### src/include/wrsm_defines.vh
// wrsm_defines.vh: constants for the wake recovery and supply monitor block
// assumes 100 MHz mclk; vectors are the high byte address of each pair
`ifndef WRSM_DEFINES_VH
`define WRSM_DEFINES_VH

// ----------------------------------------------------------------------------
// register map (byte offsets, one word apart)
// ----------------------------------------------------------------------------
`define WRSM_ADDR_STATUS    8'h00
`define WRSM_ADDR_VECTOR    8'h04
`define WRSM_ADDR_MODE      8'h08
`define WRSM_ADDR_OPTION    8'h0C

// option register bit positions
`define WRSM_OPT_PWRD       0
`define WRSM_OPT_RSTD       1
`define WRSM_OPT_STOPEN     2
`define WRSM_OPT_RANGE5V    3
`define WRSM_OPT_SHORT_RECOVERY_SELECT      4
`define WRSM_OPT_OSCRUN     5
`define WRSM_OPT_RESET      6'h00

// synchroniser idle levels: reset and irq pins high, comparators and keyboard low
`define WRSM_SYNC_IDLE      5'h03

// ----------------------------------------------------------------------------
// vector addresses (first byte of each pair)
// ----------------------------------------------------------------------------
`define WRSM_VEC_RESET      16'hFFFE
`define WRSM_VEC_BREAK      16'hFFFC
`define WRSM_VEC_IRQ        16'hFFFA
`define WRSM_VEC_CLKGEN     16'hFFF8
`define WRSM_VEC_T1CH0      16'hFFF6
`define WRSM_VEC_T1CH1      16'hFFF4
`define WRSM_VEC_T1OVF      16'hFFF2
`define WRSM_VEC_T2CH0      16'hFFF0
`define WRSM_VEC_T2CH1      16'hFFEE
`define WRSM_VEC_T2OVF      16'hFFEC
`define WRSM_VEC_SPIRX      16'hFFEA
`define WRSM_VEC_SPITX      16'hFFE8
`define WRSM_VEC_SCIERR     16'hFFE6
`define WRSM_VEC_SCIRX      16'hFFE4
`define WRSM_VEC_SCITX      16'hFFE2
`define WRSM_VEC_KBD        16'hFFE0
`define WRSM_VEC_ADC        16'hFFDE
`define WRSM_VEC_TBASE      16'hFFDC

// ----------------------------------------------------------------------------
// stop recovery counts, in oscillator cycles
// ----------------------------------------------------------------------------
`define WRSM_REC_LONG       12'hFFF
`define WRSM_REC_SHORT      12'h01F

// power modes
`define WRSM_MODE_RUN       2'h0
`define WRSM_MODE_WAIT      2'h1
`define WRSM_MODE_STOP      2'h2
`define WRSM_MODE_RECOVER   2'h3

`endif
### src/hw/wrsm_top.v
// wrsm_top.v: wake recovery, vector choice and supply monitor sequencing
// assumes mclk is the oscillator clock; pins and comparator outputs are async
`include "wrsm_defines.vh"

module wrsm_top (
    input  wire        mclk,
    input  wire        srst,
    // ahb-lite slave
    input  wire        hsel,
    input  wire [7:0]  haddr,
    input  wire [1:0]  htrans,
    input  wire        hwrite,
    input  wire [2:0]  hsize,
    input  wire [31:0] hwdata,
    input  wire        hready,
    output wire        hreadyout,
    output wire        hresp,
    output reg  [31:0] hrdata,
    // core side
    input  wire        wait_req,
    input  wire        stop_req,
    input  wire        emulation_mode,
    input  wire        break_req,
    input  wire        watchdog_timeout,
    input  wire        clkgen_req,
    input  wire        kbd_req,
    input  wire        kbd_pin_edge,
    input  wire [2:0]  timer1_req,
    input  wire [2:0]  timer2_req,
    input  wire [1:0]  spi_req,
    input  wire [2:0]  sci_req,
    input  wire        adc_req,
    input  wire        timebase_req,
    output reg         cpu_clk_en,
    output reg         sys_clk_en,
    output reg         vector_load,
    output reg  [15:0] vector_addr,
    output reg         device_reset,
    // pins and analog side
    input  wire        reset_pin_in,
    output wire        reset_pin_out,
    output wire        reset_pin_oe,
    input  wire        irq_pin_n,
    input  wire        below_falling_trip,
    input  wire        above_rising_trip,
    output wire        monitor_enable,
    output wire        trip_range_select,
    output wire        low_supply_flag
);

// ----------------------------------------------------------------------------
// pin synchronisers
// ----------------------------------------------------------------------------
    reg [4:0] sync1_q;
    reg [4:0] sync2_q;
    reg       irq_prev_q;
    wire      rst_pin_low = ~sync2_q[0];
    wire      irq_level_n = sync2_q[1];
    wire      below_trip  = sync2_q[2];
    wire      above_trip  = sync2_q[3];
    wire      kbd_edge    = sync2_q[4];
    wire      irq_fall    = irq_prev_q & ~irq_level_n;

    // two stages each; only stage two is ever decoded
    always @(posedge mclk) begin
        if (srst) begin
            // idle levels, so no false trip or edge follows reset
            sync1_q    <= `WRSM_SYNC_IDLE;
            sync2_q    <= `WRSM_SYNC_IDLE;
            irq_prev_q <= 1'b1;
        end else begin
            sync1_q    <= {kbd_pin_edge, above_rising_trip, below_falling_trip,
                           irq_pin_n, reset_pin_in};
            sync2_q    <= sync1_q;
            irq_prev_q <= irq_level_n;
        end
    end

// ----------------------------------------------------------------------------
// option and mode registers
// ----------------------------------------------------------------------------
    reg  [5:0]  opt_q;
    reg  [1:0]  mode_q;
    reg  [15:0] last_vec_q;
    reg         flag_q;
    reg         mon_rst_q;
    reg  [11:0] rec_cnt_q;

    wire opt_pwrd   = opt_q[`WRSM_OPT_PWRD];
    wire opt_rstd   = opt_q[`WRSM_OPT_RSTD];
    wire opt_stopen = opt_q[`WRSM_OPT_STOPEN];
    wire opt_short_recovery_select  = opt_q[`WRSM_OPT_SHORT_RECOVERY_SELECT];

    // monitor powered unless disabled; in stop only with stop enable
    assign monitor_enable    = ~opt_pwrd &
                               ((mode_q != `WRSM_MODE_STOP) | opt_stopen);
    assign trip_range_select = opt_q[`WRSM_OPT_RANGE5V];
    assign low_supply_flag   = flag_q;

// ----------------------------------------------------------------------------
// ahb-lite slave: zero wait states, always okay
// ----------------------------------------------------------------------------
    reg       dp_wr_q;
    reg       dp_rd_q;
    reg [7:0] dp_addr_q;
    wire      ap_valid = hsel & htrans[1] & hready;

    assign hreadyout = 1'b1;
    assign hresp     = 1'b0;

    // latch the address phase for use in the data phase
    always @(posedge mclk) begin
        if (srst) begin
            dp_wr_q   <= 1'b0;
            dp_rd_q   <= 1'b0;
            dp_addr_q <= 8'h00;
        end else begin
            dp_wr_q   <= ap_valid & hwrite;
            dp_rd_q   <= ap_valid & ~hwrite;
            dp_addr_q <= haddr;
        end
    end

    // option bits are mask-defined in silicon, here written by software
    always @(posedge mclk) begin
        if (srst) begin
            opt_q <= `WRSM_OPT_RESET;
        end else if (dp_wr_q && dp_addr_q == `WRSM_ADDR_OPTION) begin
            opt_q <= hwdata[5:0];
        end
    end

    // read data is a flop loaded at the address phase and standing through the
    // data phase; an option write ending now is forwarded so a read right
    // behind it does not return the stale word; unmapped reads zero
    wire [5:0] opt_rd = (dp_wr_q && dp_addr_q == `WRSM_ADDR_OPTION) ? hwdata[5:0] : opt_q;

    always @(posedge mclk) begin
        if (srst) begin
            hrdata <= 32'h0000_0000;
        end else if (ap_valid && !hwrite) begin
            case (haddr)
                `WRSM_ADDR_STATUS: hrdata <= {30'h0000_0000, mon_rst_q, flag_q};
                `WRSM_ADDR_VECTOR: hrdata <= {16'h0000, last_vec_q};
                `WRSM_ADDR_MODE:   hrdata <= {18'h0_0000, rec_cnt_q, mode_q};
                `WRSM_ADDR_OPTION: hrdata <= {26'h000_0000, opt_rd};
                default:           hrdata <= 32'h0000_0000;
            endcase
        end else begin
            hrdata <= 32'h0000_0000;
        end
    end

// ----------------------------------------------------------------------------
// supply monitor: flag with hysteresis and held reset
// ----------------------------------------------------------------------------
    // flag and reset follow the comparators only while powered
    always @(posedge mclk) begin
        if (srst) begin
            flag_q    <= 1'b0;
            mon_rst_q <= 1'b0;
        end else if (monitor_enable) begin
            if (below_trip) begin
                flag_q    <= 1'b1;
                mon_rst_q <= ~opt_rstd;
            end else if (above_trip) begin
                flag_q    <= 1'b0;
                mon_rst_q <= 1'b0;
            end
        end else begin
            mon_rst_q <= 1'b0;
        end
    end

    // monitor reset also pulls the open-drain reset pin low
    assign reset_pin_out = 1'b0;
    assign reset_pin_oe  = mon_rst_q;

// ----------------------------------------------------------------------------
// wake source priority and vector choice
// ----------------------------------------------------------------------------
    function [16:0] wrsm_pick;
        input        in_stop;
        input        brk;
        input        irq;
        input        clkg;
        input [2:0]  t1;
        input [2:0]  t2;
        input [1:0]  spi;
        input [2:0]  sci;
        input        kbd;
        input        adc;
        input        timebase_unit;
        begin
            wrsm_pick = 17'h0_0000;
            if (in_stop) begin
                // stop ends only on irq, keyboard or timebase besides resets
                if (irq)      wrsm_pick = {1'b1, `WRSM_VEC_IRQ};
                else if (kbd) wrsm_pick = {1'b1, `WRSM_VEC_KBD};
                else if (timebase_unit) wrsm_pick = {1'b1, `WRSM_VEC_TBASE};
            end else begin
                if (brk)          wrsm_pick = {1'b1, `WRSM_VEC_BREAK};
                else if (irq)     wrsm_pick = {1'b1, `WRSM_VEC_IRQ};
                else if (clkg)    wrsm_pick = {1'b1, `WRSM_VEC_CLKGEN};
                else if (t1[0])   wrsm_pick = {1'b1, `WRSM_VEC_T1CH0};
                else if (t1[1])   wrsm_pick = {1'b1, `WRSM_VEC_T1CH1};
                else if (t1[2])   wrsm_pick = {1'b1, `WRSM_VEC_T1OVF};
                else if (t2[0])   wrsm_pick = {1'b1, `WRSM_VEC_T2CH0};
                else if (t2[1])   wrsm_pick = {1'b1, `WRSM_VEC_T2CH1};
                else if (t2[2])   wrsm_pick = {1'b1, `WRSM_VEC_T2OVF};
                else if (spi[1])  wrsm_pick = {1'b1, `WRSM_VEC_SPIRX};
                else if (spi[0])  wrsm_pick = {1'b1, `WRSM_VEC_SPITX};
                else if (sci[2])  wrsm_pick = {1'b1, `WRSM_VEC_SCIERR};
                else if (sci[1])  wrsm_pick = {1'b1, `WRSM_VEC_SCIRX};
                else if (sci[0])  wrsm_pick = {1'b1, `WRSM_VEC_SCITX};
                else if (kbd)     wrsm_pick = {1'b1, `WRSM_VEC_KBD};
                else if (adc)     wrsm_pick = {1'b1, `WRSM_VEC_ADC};
                else if (timebase_unit)     wrsm_pick = {1'b1, `WRSM_VEC_TBASE};
            end
        end
    endfunction

    wire        in_stop  = (mode_q == `WRSM_MODE_STOP);
    wire        any_rst  = rst_pin_low | watchdog_timeout | mon_rst_q;
    // watchdog counter is halted in stop, so it may never end stop by itself
    wire        stop_rst = rst_pin_low | mon_rst_q;
    wire [16:0] pick     = wrsm_pick(in_stop, emulation_mode & break_req,
                                     irq_fall, clkgen_req, timer1_req,
                                     timer2_req, spi_req, sci_req,
                                     kbd_req | (in_stop & kbd_edge), adc_req,
                                     timebase_req & (~in_stop | opt_q[`WRSM_OPT_OSCRUN]));

// ----------------------------------------------------------------------------
// low-power mode sequencer
// ----------------------------------------------------------------------------
    reg  [15:0] pend_vec_q;

    // watchdog counter is halted in stop, so only pin and monitor resets end stop here
    always @(posedge mclk) begin
        if (srst) begin
            mode_q      <= `WRSM_MODE_RUN;
            rec_cnt_q   <= 12'h000;
            pend_vec_q  <= `WRSM_VEC_RESET;
            last_vec_q  <= `WRSM_VEC_RESET;
            vector_load <= 1'b0;
            vector_addr <= `WRSM_VEC_RESET;
            cpu_clk_en  <= 1'b1;
            sys_clk_en  <= 1'b1;
            device_reset <= 1'b0;
        end else begin
            vector_load  <= 1'b0;
            device_reset <= any_rst;
            case (mode_q)
                `WRSM_MODE_RUN: begin
                    cpu_clk_en <= 1'b1;
                    sys_clk_en <= 1'b1;
                    if (any_rst) begin
                        vector_load <= 1'b1;
                        vector_addr <= `WRSM_VEC_RESET;
                        last_vec_q  <= `WRSM_VEC_RESET;
                    end else if (stop_req) begin
                        mode_q     <= `WRSM_MODE_STOP;
                        cpu_clk_en <= 1'b0;
                        sys_clk_en <= 1'b0;
                    end else if (wait_req) begin
                        mode_q     <= `WRSM_MODE_WAIT;
                        cpu_clk_en <= 1'b0;
                    end
                end
                `WRSM_MODE_WAIT: begin
                    // any reset or enabled request restarts the cpu clock
                    if (any_rst || pick[16]) begin
                        mode_q      <= `WRSM_MODE_RUN;
                        cpu_clk_en  <= 1'b1;
                        vector_load <= 1'b1;
                        vector_addr <= any_rst ? `WRSM_VEC_RESET : pick[15:0];
                        last_vec_q  <= any_rst ? `WRSM_VEC_RESET : pick[15:0];
                    end
                end
                `WRSM_MODE_STOP: begin
                    if (stop_rst || pick[16]) begin
                        mode_q     <= `WRSM_MODE_RECOVER;
                        pend_vec_q <= stop_rst ? `WRSM_VEC_RESET : pick[15:0];
                        // reset exit always takes the long delay
                        rec_cnt_q  <= (stop_rst | ~opt_short_recovery_select) ?
                                      `WRSM_REC_LONG : `WRSM_REC_SHORT;
                    end
                end
                `WRSM_MODE_RECOVER: begin
                    // clocks stay inhibited until the counter runs out
                    if (rec_cnt_q == 12'h000) begin
                        mode_q      <= `WRSM_MODE_RUN;
                        cpu_clk_en  <= 1'b1;
                        sys_clk_en  <= 1'b1;
                        vector_load <= 1'b1;
                        vector_addr <= pend_vec_q;
                        last_vec_q  <= pend_vec_q;
                    end else begin
                        rec_cnt_q <= rec_cnt_q - 12'h001;
                    end
                end
                default: begin
                    mode_q <= `WRSM_MODE_RUN;
                end
            endcase
        end
    end

endmodule

### config.mk
export PLATFORM = sky130hd
export DESIGN_NAME = wrsm_top
export DESIGN_NICKNAME = d
export VERILOG_FILES = /design/src/hw/wrsm_top.v
export VERILOG_INCLUDE_DIRS = /design/src /design/src/include
export SDC_FILE = /design/constraint.sdc
export NUM_CORES = 1
export LEC_CHECK = 0
export BUFFER_PORTS_ARGS = -buffer_cell sky130_fd_sc_hd__buf_2
export CAP_MARGIN = 20
export CORE_AREA = 5 5 102 104
export DETAILED_ROUTE_END_ITERATION = 6
export DIE_AREA = 0 0 107 109
export SYNTH_ARGS = -nofsm -noshare
export SYNTH_HDL_FRONTEND = slang
export SYNTH_SLANG_ARGS = --single-unit
### constraint.sdc
create_clock -name mclk -period 5.35 [get_ports mclk]
set_clock_uncertainty 0.2 [all_clocks]
set_input_delay 0.8025 -clock mclk [delete_from_list [all_inputs] [get_ports mclk]]
set_output_delay 0.8025 -clock mclk [all_outputs]
set_load 0.02 [all_outputs]
==> flow_summary.json, run 1 <==
{
  "path_max_fanout": 17,
  "post-route-period-util_pct": 56.9,
  "hpwlAfterDp_um": 6840,
  "r2r-start": "mode_q[1]",
  "worst-path-buf-inv": 1,
  "crit_path_start": "mode_q[1]",
  "numCtsBuffers": 9,
  "p_total_mw": 1.19,
  "clk_pin_slew_ns": 0.08,
  "grt_max_degree": 51,
  "synthToLayoutAreaGrowth_pct": 14.5,
  "initial_core_util_pct": 36.9,
  "seq_area_frac_synth_pct": 41.8,
  "synth_edf_count": 0,
  "grt_antenna_before_repair": 0,
  "synth_top_area_share_pct": 41.8,
  "ys_types": 59,
  "mostFrequentLayoutCells": "83 x buf_2, 73 x dfxtp_1, 47 x nor2_1",
  "wl_per_cell_um": 15.3,
  "drt_iter0_drc": 168,
  "cp-start-kind": "register",
  "port_buffers": 83,
  "cts_setup_buffers": 0,
  "drive_gt1_share_pct": 24.0,
  "powerDensity_nw_per_um2": 298,
  "required_ns": 4.35,
  "postRouteAntennaNets": 0,
  "outcome": "finished clean",
  "wl_um": 9070,
  "gp_congestion": 0.871,
  "coreArea_um2": 9460,
  "setup_tns_ns": 0,
  "cts-root-buf": "clkbuf_8",
  "grt_usage_pct": 15.5,
  "die-area_um2": 11700,
  "die_h_um": 109,
  "cpPeakStageDelay_ns": 0.73,
  "via_per_inst": 5.37,
  "maxCapViolations": 0,
  "worstHoldStart": "sync1_q[1]",
  "final_max_slew_viol_count": 0,
  "ios": 134,
  "synthArstFlopShare_pct": 0,
  "tritoncts": "done",
  "p_leak_nw": 1.64,
  "cp_data_arrival_time_ns": 2.04,
  "layout.nets": 551,
  "rows": 36,
  "slowest_stage": "dfxtp_1",
  "cts-htree-levels": 3,
  "end_kind": "output port",
  "drc_errors": 0,
  "yosys_warnings": 0,
  "grt_pass1_wl_um": 14400,
  "synth_top_flop_cell": "dfxtp_1",
  "drtPass1Iterations": 4,
  "cts_hold_buf": 0,
  "fillers": 960,
  "grt_pass1_vias": 2920,
  "ys_ff_latch": 73,
  "pre_cts_ws_ns": 2.28,
  "critPathKind": "reg2out",
  "antenna_cells": 0,
  "vdd_drop_max_uv": 187,
  "fp.dieW_um": 107,
  "hold_class": "reg2reg",
  "crit_chain": "nor2b_1 > a21oi_1 > buf_2",
  "setup_viol": 0,
  "ctsResizeCount": 0,
  "cpLargestDelayFamily": "flip-flops",
  "rsz0062_at_grt": "no",
  "via_count": 3187,
  "layout_commonest_cell": "buf_2",
  "synthCells": 408,
  "clk_latency_ns": 0.34,
  "overflow": 0,
  "tightest_slew_ns": 1.03,
  "avgSynthCellArea_um2": 8.56,
  "synth_area_leaders": "dfxtp_1 42%, buf_4 6.4%, nor2_1 5.1%",
  "final-hold-violation-count": 0,
  "cts_buffer_depth": 2,
  "slew-limit-headroom_pct": 30.5,
  "max_freq_mhz": 329,
  "worst_slack_ns": 2.31,
  "postLayoutCoreUtil_pct": 42.3,
  "syn_area_um2": 3490,
  "yosysTopAreaCell": "dfxtp_1",
  "post-route-min-period_ns": 3.04,
  "cts_sinks": 73
}
final timing paths:
path,endpoint,slack [ns],cells past startpoint
worst max-delay path,monitor_enable,2.31,3
worst min-delay path,sync2_q[1],0.22,1
worst max register to register,last_vec_q[5],2.51,5
worst min register to register,sync2_q[1],0.22,1
stage by stage:
stage | std cells | hold WS, ns | instance area, µm²
3_3_place_gp | 578 | 0.193 | 3830
4_1_cts | 594 | 0.222 | 4000
5_1_grt | 594 | 0.231 | 4000
2_1_floorplan | 426 | 0.189 | 3560
6_report | 594 | 0.217 | 4000
3_5_place_dp | 578 | 0.199 | 3830
cell type report:
cell class              instances  area [µm²]  area share (%)
clock inverters                 6        42.5            1.06
well taps                     114         143            3.57
flip-flops and latches         73        1460            36.5
inverters                       8        30.0           0.751
clock buffers                  10         128            3.19
multi-input cells             298        1760            44.1
repair buffers                 85         430            10.8
where the power goes:
part	leakage, nW	switching (mW)	internal [mW]
Clock	0.0827	0.208	0.169
Sequential	0.597	0.0300	0.570
Combinational	0.956	0.133	0.0797
registers in the layout, indices dropped and copies added, names as in the netlist, 2 cells and up:
| signal | flops |
|---|---|
| sync1_q | 5 |
| dp_addr_q | 8 |
| sync2_q | 5 |
| pend_vec_q | 6 |
| opt_q | 6 |
| hrdata | 15 |
| last_vec_q | 6 |
| mode_q | 2 |
| rec_cnt_q | 12 |
synthesized netlist by cell type, drive strengths merged (3+ instances only):
master and number:
nand3b 3, nand2b 5, a22oi 5, nor2 47, nor4b 4, a31oi 6
nor2b 24, nand3 7, o31ai 3, mux2i 9, a21oi 23, or2 7
a31o 4, nor3b 5, o21ai 21, buf 33, clkbuf 14, inv 8
or3 4, a211oi 6, nor4 6, o22a 5, nor3 8, dfxtp 73
nand2 28, a311oi 4, o211ai 5
cell families after synthesis:
| group | synth area share, % |
|---|---|
| adder cells (fa/ha/maj) | 0.358 |
| XOR/XNOR | 0.251 |
| AO/OA/AOI/OAI | 21.4 |
| buffers and inverters | 9.57 |
| multiplexers | 2.58 |
| other | 0.215 |
| AND/OR/NAND/NOR | 23.8 |
| flip-flops | 41.8 |
metal layers:
metal,vias up,part of all wire (%),global-route usage (%)
met2,126,47,25.6
met3,12,6.8,3.08
met5,-,0,0
met1,1470,45,20.3
li1,1579,-,-
met4,0,1.4,5.30
Power figures use the tool's default switching activity.
==> run 2, diff against run 1 <==
--- a/config.mk
+++ b/config.mk
@@ -11,6 +11,7 @@
 export CORE_AREA = 5 5 102 104
 export DETAILED_ROUTE_END_ITERATION = 6
 export DIE_AREA = 0 0 107 109
+export PLACE_DENSITY = 0.66
 export SYNTH_ARGS = -nofsm -noshare
 export SYNTH_HDL_FRONTEND = slang
 export SYNTH_SLANG_ARGS = --single-unit
==> constraint.sdc (replaced) <==
create_clock -name mclk -period 2.7 [get_ports mclk]
set_clock_uncertainty 0.2 [all_clocks]
set_input_delay 0.405 -clock mclk [delete_from_list [all_inputs] [get_ports mclk]]
set_output_delay 0.405 -clock mclk [all_outputs]
set_load 0.02 [all_outputs]
==> run 2 against run 1 <==
Worst hold slack got worse by 0.18 ns. First-iteration DRC count is 49% higher. Flip-flop and latch count unchanged. Clock-buffer cell count increased by 1. Sequential share of layout area shrank 1.4 points. Die area did not move. Global-route usage is 0.92 points higher. Largest power group unchanged.
==> flow_summary.json, run 2 (synthesis gave the netlist of run 1 again) <==
{
  "outcome": "finished clean",
  "vdd_drop_max_uv": 304,
  "setup_tns_ns": 0,
  "postRouteAntennaNets": 0,
  "pre_cts_ws_ns": 0.137,
  "cp-start-kind": "register",
  "synthToLayoutAreaGrowth_pct": 19.1,
  "wl_um": 9370,
  "tritoncts": "done",
  "fillers": 946,
  "cts_sinks": 73,
  "required_ns": 2.74,
  "regMostFlops": "hrdata",
  "multi_input_comb_area_um2": 1760,
  "ctsResizeCount": 0,
  "antenna_cells": 0,
  "critPathKind": "reg2reg",
  "grt_antenna_before_repair": 0,
  "drive_gt1_share_pct": 26.7,
  "path_max_fanout": 7,
  "maxCapViolations": 0,
  "clk_latency_ns": 0.35,
  "numCtsBuffers": 9,
  "cts_hold_buf": 0,
  "largest_register_ffs": 15,
  "final-hold-violation-count": 0,
  "rows": 36,
  "die_h_um": 109,
  "powerDensity_nw_per_um2": 596,
  "via_count": 3301,
  "via_per_inst": 5.38,
  "drt_iter0_drc": 250,
  "cts_setup_buffers": 0,
  "grt_max_degree": 50,
  "cts-root-buf": "clkbuf_8",
  "cpPeakStageDelay_ns": 0.48,
  "slowest_stage": "or3b_2",
  "cts_buffer_depth": 2,
  "cpLargestDelayFamily": "compound AO/OA/AOI/OAI gates",
  "final_max_slew_viol_count": 0,
  "worst_slack_ns": 0.127,
  "initial_core_util_pct": 36.9,
  "clk_pin_slew_ns": 0.07,
  "setup_viol": 0,
  "ff_latch_area_um2": 1460,
  "hold_class": "in2reg",
  "coreArea_um2": 9460,
  "max_freq_mhz": 389,
  "wl_per_cell_um": 15.3,
  "cp_data_arrival_time_ns": 2.61,
  "fp.dieW_um": 107,
  "rsz0062_at_grt": "no",
  "ios": 134,
  "port_buffers": 83,
  "crit_chain": "inv_1 > ha_1 > or3b_2 > o41a_1 > a41o_1 > nand2b_4 > a221o_1",
  "layout_commonest_cell": "buf_2",
  "drtPass1Iterations": 5,
  "gp_congestion": 0.897,
  "largest_registers": "hrdata (15), rec_cnt_q (12), dp_addr_q (8)",
  "grt_pass1_wl_um": 15400,
  "hpwlAfterDp_um": 7160,
  "tightest_slew_ns": 0.582,
  "end_kind": "register",
  "overflow": 0,
  "drc_errors": 0,
  "mostFrequentLayoutCells": "83 x buf_2, 73 x dfxtp_1, 47 x nor2_1",
  "layout.nets": 570,
  "post-route-period-util_pct": 95.3,
  "p_leak_nw": 1.74,
  "postLayoutCoreUtil_pct": 44.0,
  "slew-limit-headroom_pct": 60.7,
  "die-area_um2": 11700,
  "cts-htree-levels": 3,
  "grt_usage_pct": 16.4,
  "grt_pass1_vias": 3186,
  "worst-path-buf-inv": 1,
  "post-route-min-period_ns": 2.57
}
[run 2: changes by cell type in the layout (fill, tap and decap cells not counted)]
cell,change
buf_4,+19
inv_6,-1
clkinvlp_4,-1
clkbuf_1,+1
bufinv_16,+1
[run 2: per-stage QoR]
stage	power, mW	hold slack (ns)	std cells	instance area [µm²]
2_1_floorplan	1.52	0.189	426	3560
3_3_place_gp	1.66	0.193	597	3970
3_5_place_dp	1.67	0.193	597	3970
4_1_cts	2.48	0.0299	613	4160
5_1_grt	2.60	0.0359	613	4160
6_report	2.48	0.0369	613	4160
[run 2: power by group]
group	switching [mW]	internal, mW	total [mW]
combinational	0.281	0.191	0.472
sequential	0.0527	1.13	1.18
clock	0.399	0.426	0.825
total	0.733	1.75	2.48
[run 2: layout make-up]
| cell class | count | area share [%] |
|---|---|---|
| Multi-Input combinational cell | 298 | 42.4 |
| Sequential cell | 73 | 35.1 |
| Timing Repair Buffer | 104 | 13.8 |
| Tap cell | 114 | 3.43 |
| Clock buffer | 11 | 3.16 |
| Clock inverter | 5 | 1.35 |
| Inverter | 8 | 0.722 |
[run 2: per-layer routing]
metal	global-route usage (%)	vias up	part of all wire (%)
met5	0	-	0
met4	5.94	0	1.2
met3	4.38	11	7.2
met2	27.7	127	49
met1	20.3	1559	43
li1	-	1604	-
[run 2: path summary, 6_finish.rpt]
kind,startpoint,to,slack (ns),depth (start not counted)
max reg2reg,rec_cnt_q[0],last_vec_q[2],0.13,7
max,rec_cnt_q[0],last_vec_q[2],0.13,7
min,reset_pin_in,sync1_q[0],0.04,2
min reg2reg,sync1_q[0],sync2_q[0],0.21,1
==> run 3, diff against run 2 <==
--- a/config.mk
+++ b/config.mk
@@ -11,7 +11,7 @@
 export CORE_AREA = 5 5 102 104
 export DETAILED_ROUTE_END_ITERATION = 6
 export DIE_AREA = 0 0 107 109
-export PLACE_DENSITY = 0.66
+export RECOVER_POWER = 100
 export SYNTH_ARGS = -nofsm -noshare
 export SYNTH_HDL_FRONTEND = slang
 export SYNTH_SLANG_ARGS = --single-unit
==> constraint.sdc (replaced) <==
create_clock -name mclk -period 3.2 [get_ports mclk]
set_clock_uncertainty 0.2 [all_clocks]
set_input_delay 0.48 -clock mclk [delete_from_list [all_inputs] [get_ports mclk]]
set_output_delay 0.48 -clock mclk [all_outputs]
set_load 0.02 [all_outputs]
==> run 3 against run 2 <==
The flow now finishes with violations (capacitance limit, slew limit). Routed wire length fell by 1.2%. Final area down 2.7%. Largest cell class unchanged. Die area is the same. Clock-buffer cell count down 1. Sequential share of layout area grew 0.98 points. Critical path depth is the same. Flip-flop and latch count did not move. Sequential power shrank 15%.
==> flow_summary.json, run 3 (synthesis gave the netlist of run 1 again) <==
{
  "grt_pass1_wl_um": 14800,
  "synthToLayoutAreaGrowth_pct": 15.9,
  "postLayoutCoreUtil_pct": 42.8,
  "coreArea_um2": 9460,
  "cts_sinks": 73,
  "path_max_fanout": 7,
  "hpwlAfterDp_um": 6880,
  "antenna_cells": 0,
  "rsz0062_at_grt": "no",
  "end_kind": "register",
  "overflow": 0,
  "largest_registers": "hrdata (15), rec_cnt_q (12), dp_addr_q (8)",
  "cts-root-buf": "clkbuf_8",
  "cts_buffer_depth": 2,
  "grt_max_degree": 50,
  "powerDensity_nw_per_um2": 530,
  "clk_latency_ns": 0.35,
  "die_h_um": 109,
  "required_ns": 3.24,
  "port_buffers": 83,
  "pre_cts_ws_ns": 0.545,
  "max_freq_mhz": 353,
  "drtPass1Iterations": 4,
  "fp.dieW_um": 107,
  "wl_per_cell_um": 15.3,
  "grt_usage_pct": 15.9,
  "cp_data_arrival_time_ns": 2.87,
  "layout.nets": 561,
  "worst-path-buf-inv": 1,
  "initial_core_util_pct": 36.9,
  "regMostFlops": "hrdata",
  "outcome": "finished, violations left",
  "grt_antenna_before_repair": 0,
  "post-route-period-util_pct": 88.4,
  "clk_pin_slew_ns": 0.08,
  "layout_commonest_cell": "dfxtp_1",
  "slew-limit-headroom_pct": -38.7,
  "cp-start-kind": "register",
  "critPathKind": "reg2reg",
  "rows": 36,
  "cts_hold_buf": 0,
  "via_count": 3139,
  "via_per_inst": 5.21,
  "cts-htree-levels": 3,
  "crit_chain": "inv_1 > ha_1 > or3b_2 > o41a_1 > a41o_1 > nand2b_1 > a221o_1",
  "final-hold-violation-count": 0,
  "die-area_um2": 11700,
  "drive_gt1_share_pct": 16.4,
  "tritoncts": "done",
  "postRouteAntennaNets": 0,
  "cpLargestDelayFamily": "compound AO/OA/AOI/OAI gates",
  "slowest_stage": "or3b_2",
  "post-route-min-period_ns": 2.83,
  "cpPeakStageDelay_ns": 0.50,
  "cts_setup_buffers": 0,
  "numCtsBuffers": 9,
  "grt_pass1_vias": 2945,
  "violations": "capacitance limit, slew limit",
  "vdd_drop_max_uv": 225,
  "final_area_um2": 4050,
  "p_leak_nw": 1.58,
  "ctsResizeCount": 0,
  "tightest_slew_ns": 2.08,
  "wl_um": 9260,
  "gp_congestion": 0.866,
  "hold_class": "in2reg",
  "drc_errors": 0,
  "final_max_slew_viol_count": 50,
  "drt_iter0_drc": 235,
  "largest_register_ffs": 15,
  "worst_slack_ns": 0.370,
  "maxCapViolations": 1,
  "setup_tns_ns": 0,
  "ios": 134,
  "placed_cell_area_um2": 3900,
  "setup_viol": 0,
  "mostFrequentLayoutCells": "73 x dfxtp_1, 47 x nor2_1, 44 x clkbuf_1"
}
## run 3: cell count changes in the layout (fill, tap and decap cells not counted), sizes merged
cell and delta:
clkbuf +42, buf -52, clkinv -1, bufinv +1
## run 3: through the flow
stage          power [mW]  hold slack, ns  std cells
2_1_floorplan        1.28           0.189        426
3_3_place_gp         1.38           0.193        588
3_5_place_dp         1.39           0.197        588
4_1_cts              2.17          0.0908        603
5_1_grt              2.26           0.104        603
6_report             2.15           0.108        603
## run 3: worst paths after layout
check,cells after the start,slack (ns),end,startpoint
min,2,0.11,sync1_q[1],irq_pin_n
min reg2reg,1,0.22,sync2_q[1],sync1_q[1]
max reg2reg,7,0.37,last_vec_q[2],rec_cnt_q[0]
max,7,0.37,last_vec_q[2],rec_cnt_q[0]
## run 3: power by group
group / switching, mW / total (mW) / leakage [nW] / internal [mW]
clock network: 0.345 / 0.780 / 0.102 / 0.435
logic: 0.224 / 0.364 / 0.876 / 0.140
registers: 0.0490 / 1.00 / 0.597 / 0.954
## run 3: area by class of cell
cell class                 instances  area (µm²)
timing repair buffer              95         447
inverter                           8        30.0
sequential                        73        1460
clock buffer                      10         128
fill                             996        5410
tap                              114         143
multi-input combinational        298        1760
clock inverter                     5        81.3
## run 3: metal layers
| metal | wire length, µm | global-route usage [%] | part of all wire, % | vias up |
|---|---|---|---|---|
| li1 | - | - | - | 1584 |
| met1 | 4280 | 21.3 | 46 | 1444 |
| met2 | 4300 | 25.9 | 46 | 104 |
| met3 | 599 | 3.26 | 6.5 | 7 |
| met4 | 85 | 5.11 | 0.92 | 0 |
| met5 | 0 | 0 | 0 | - |
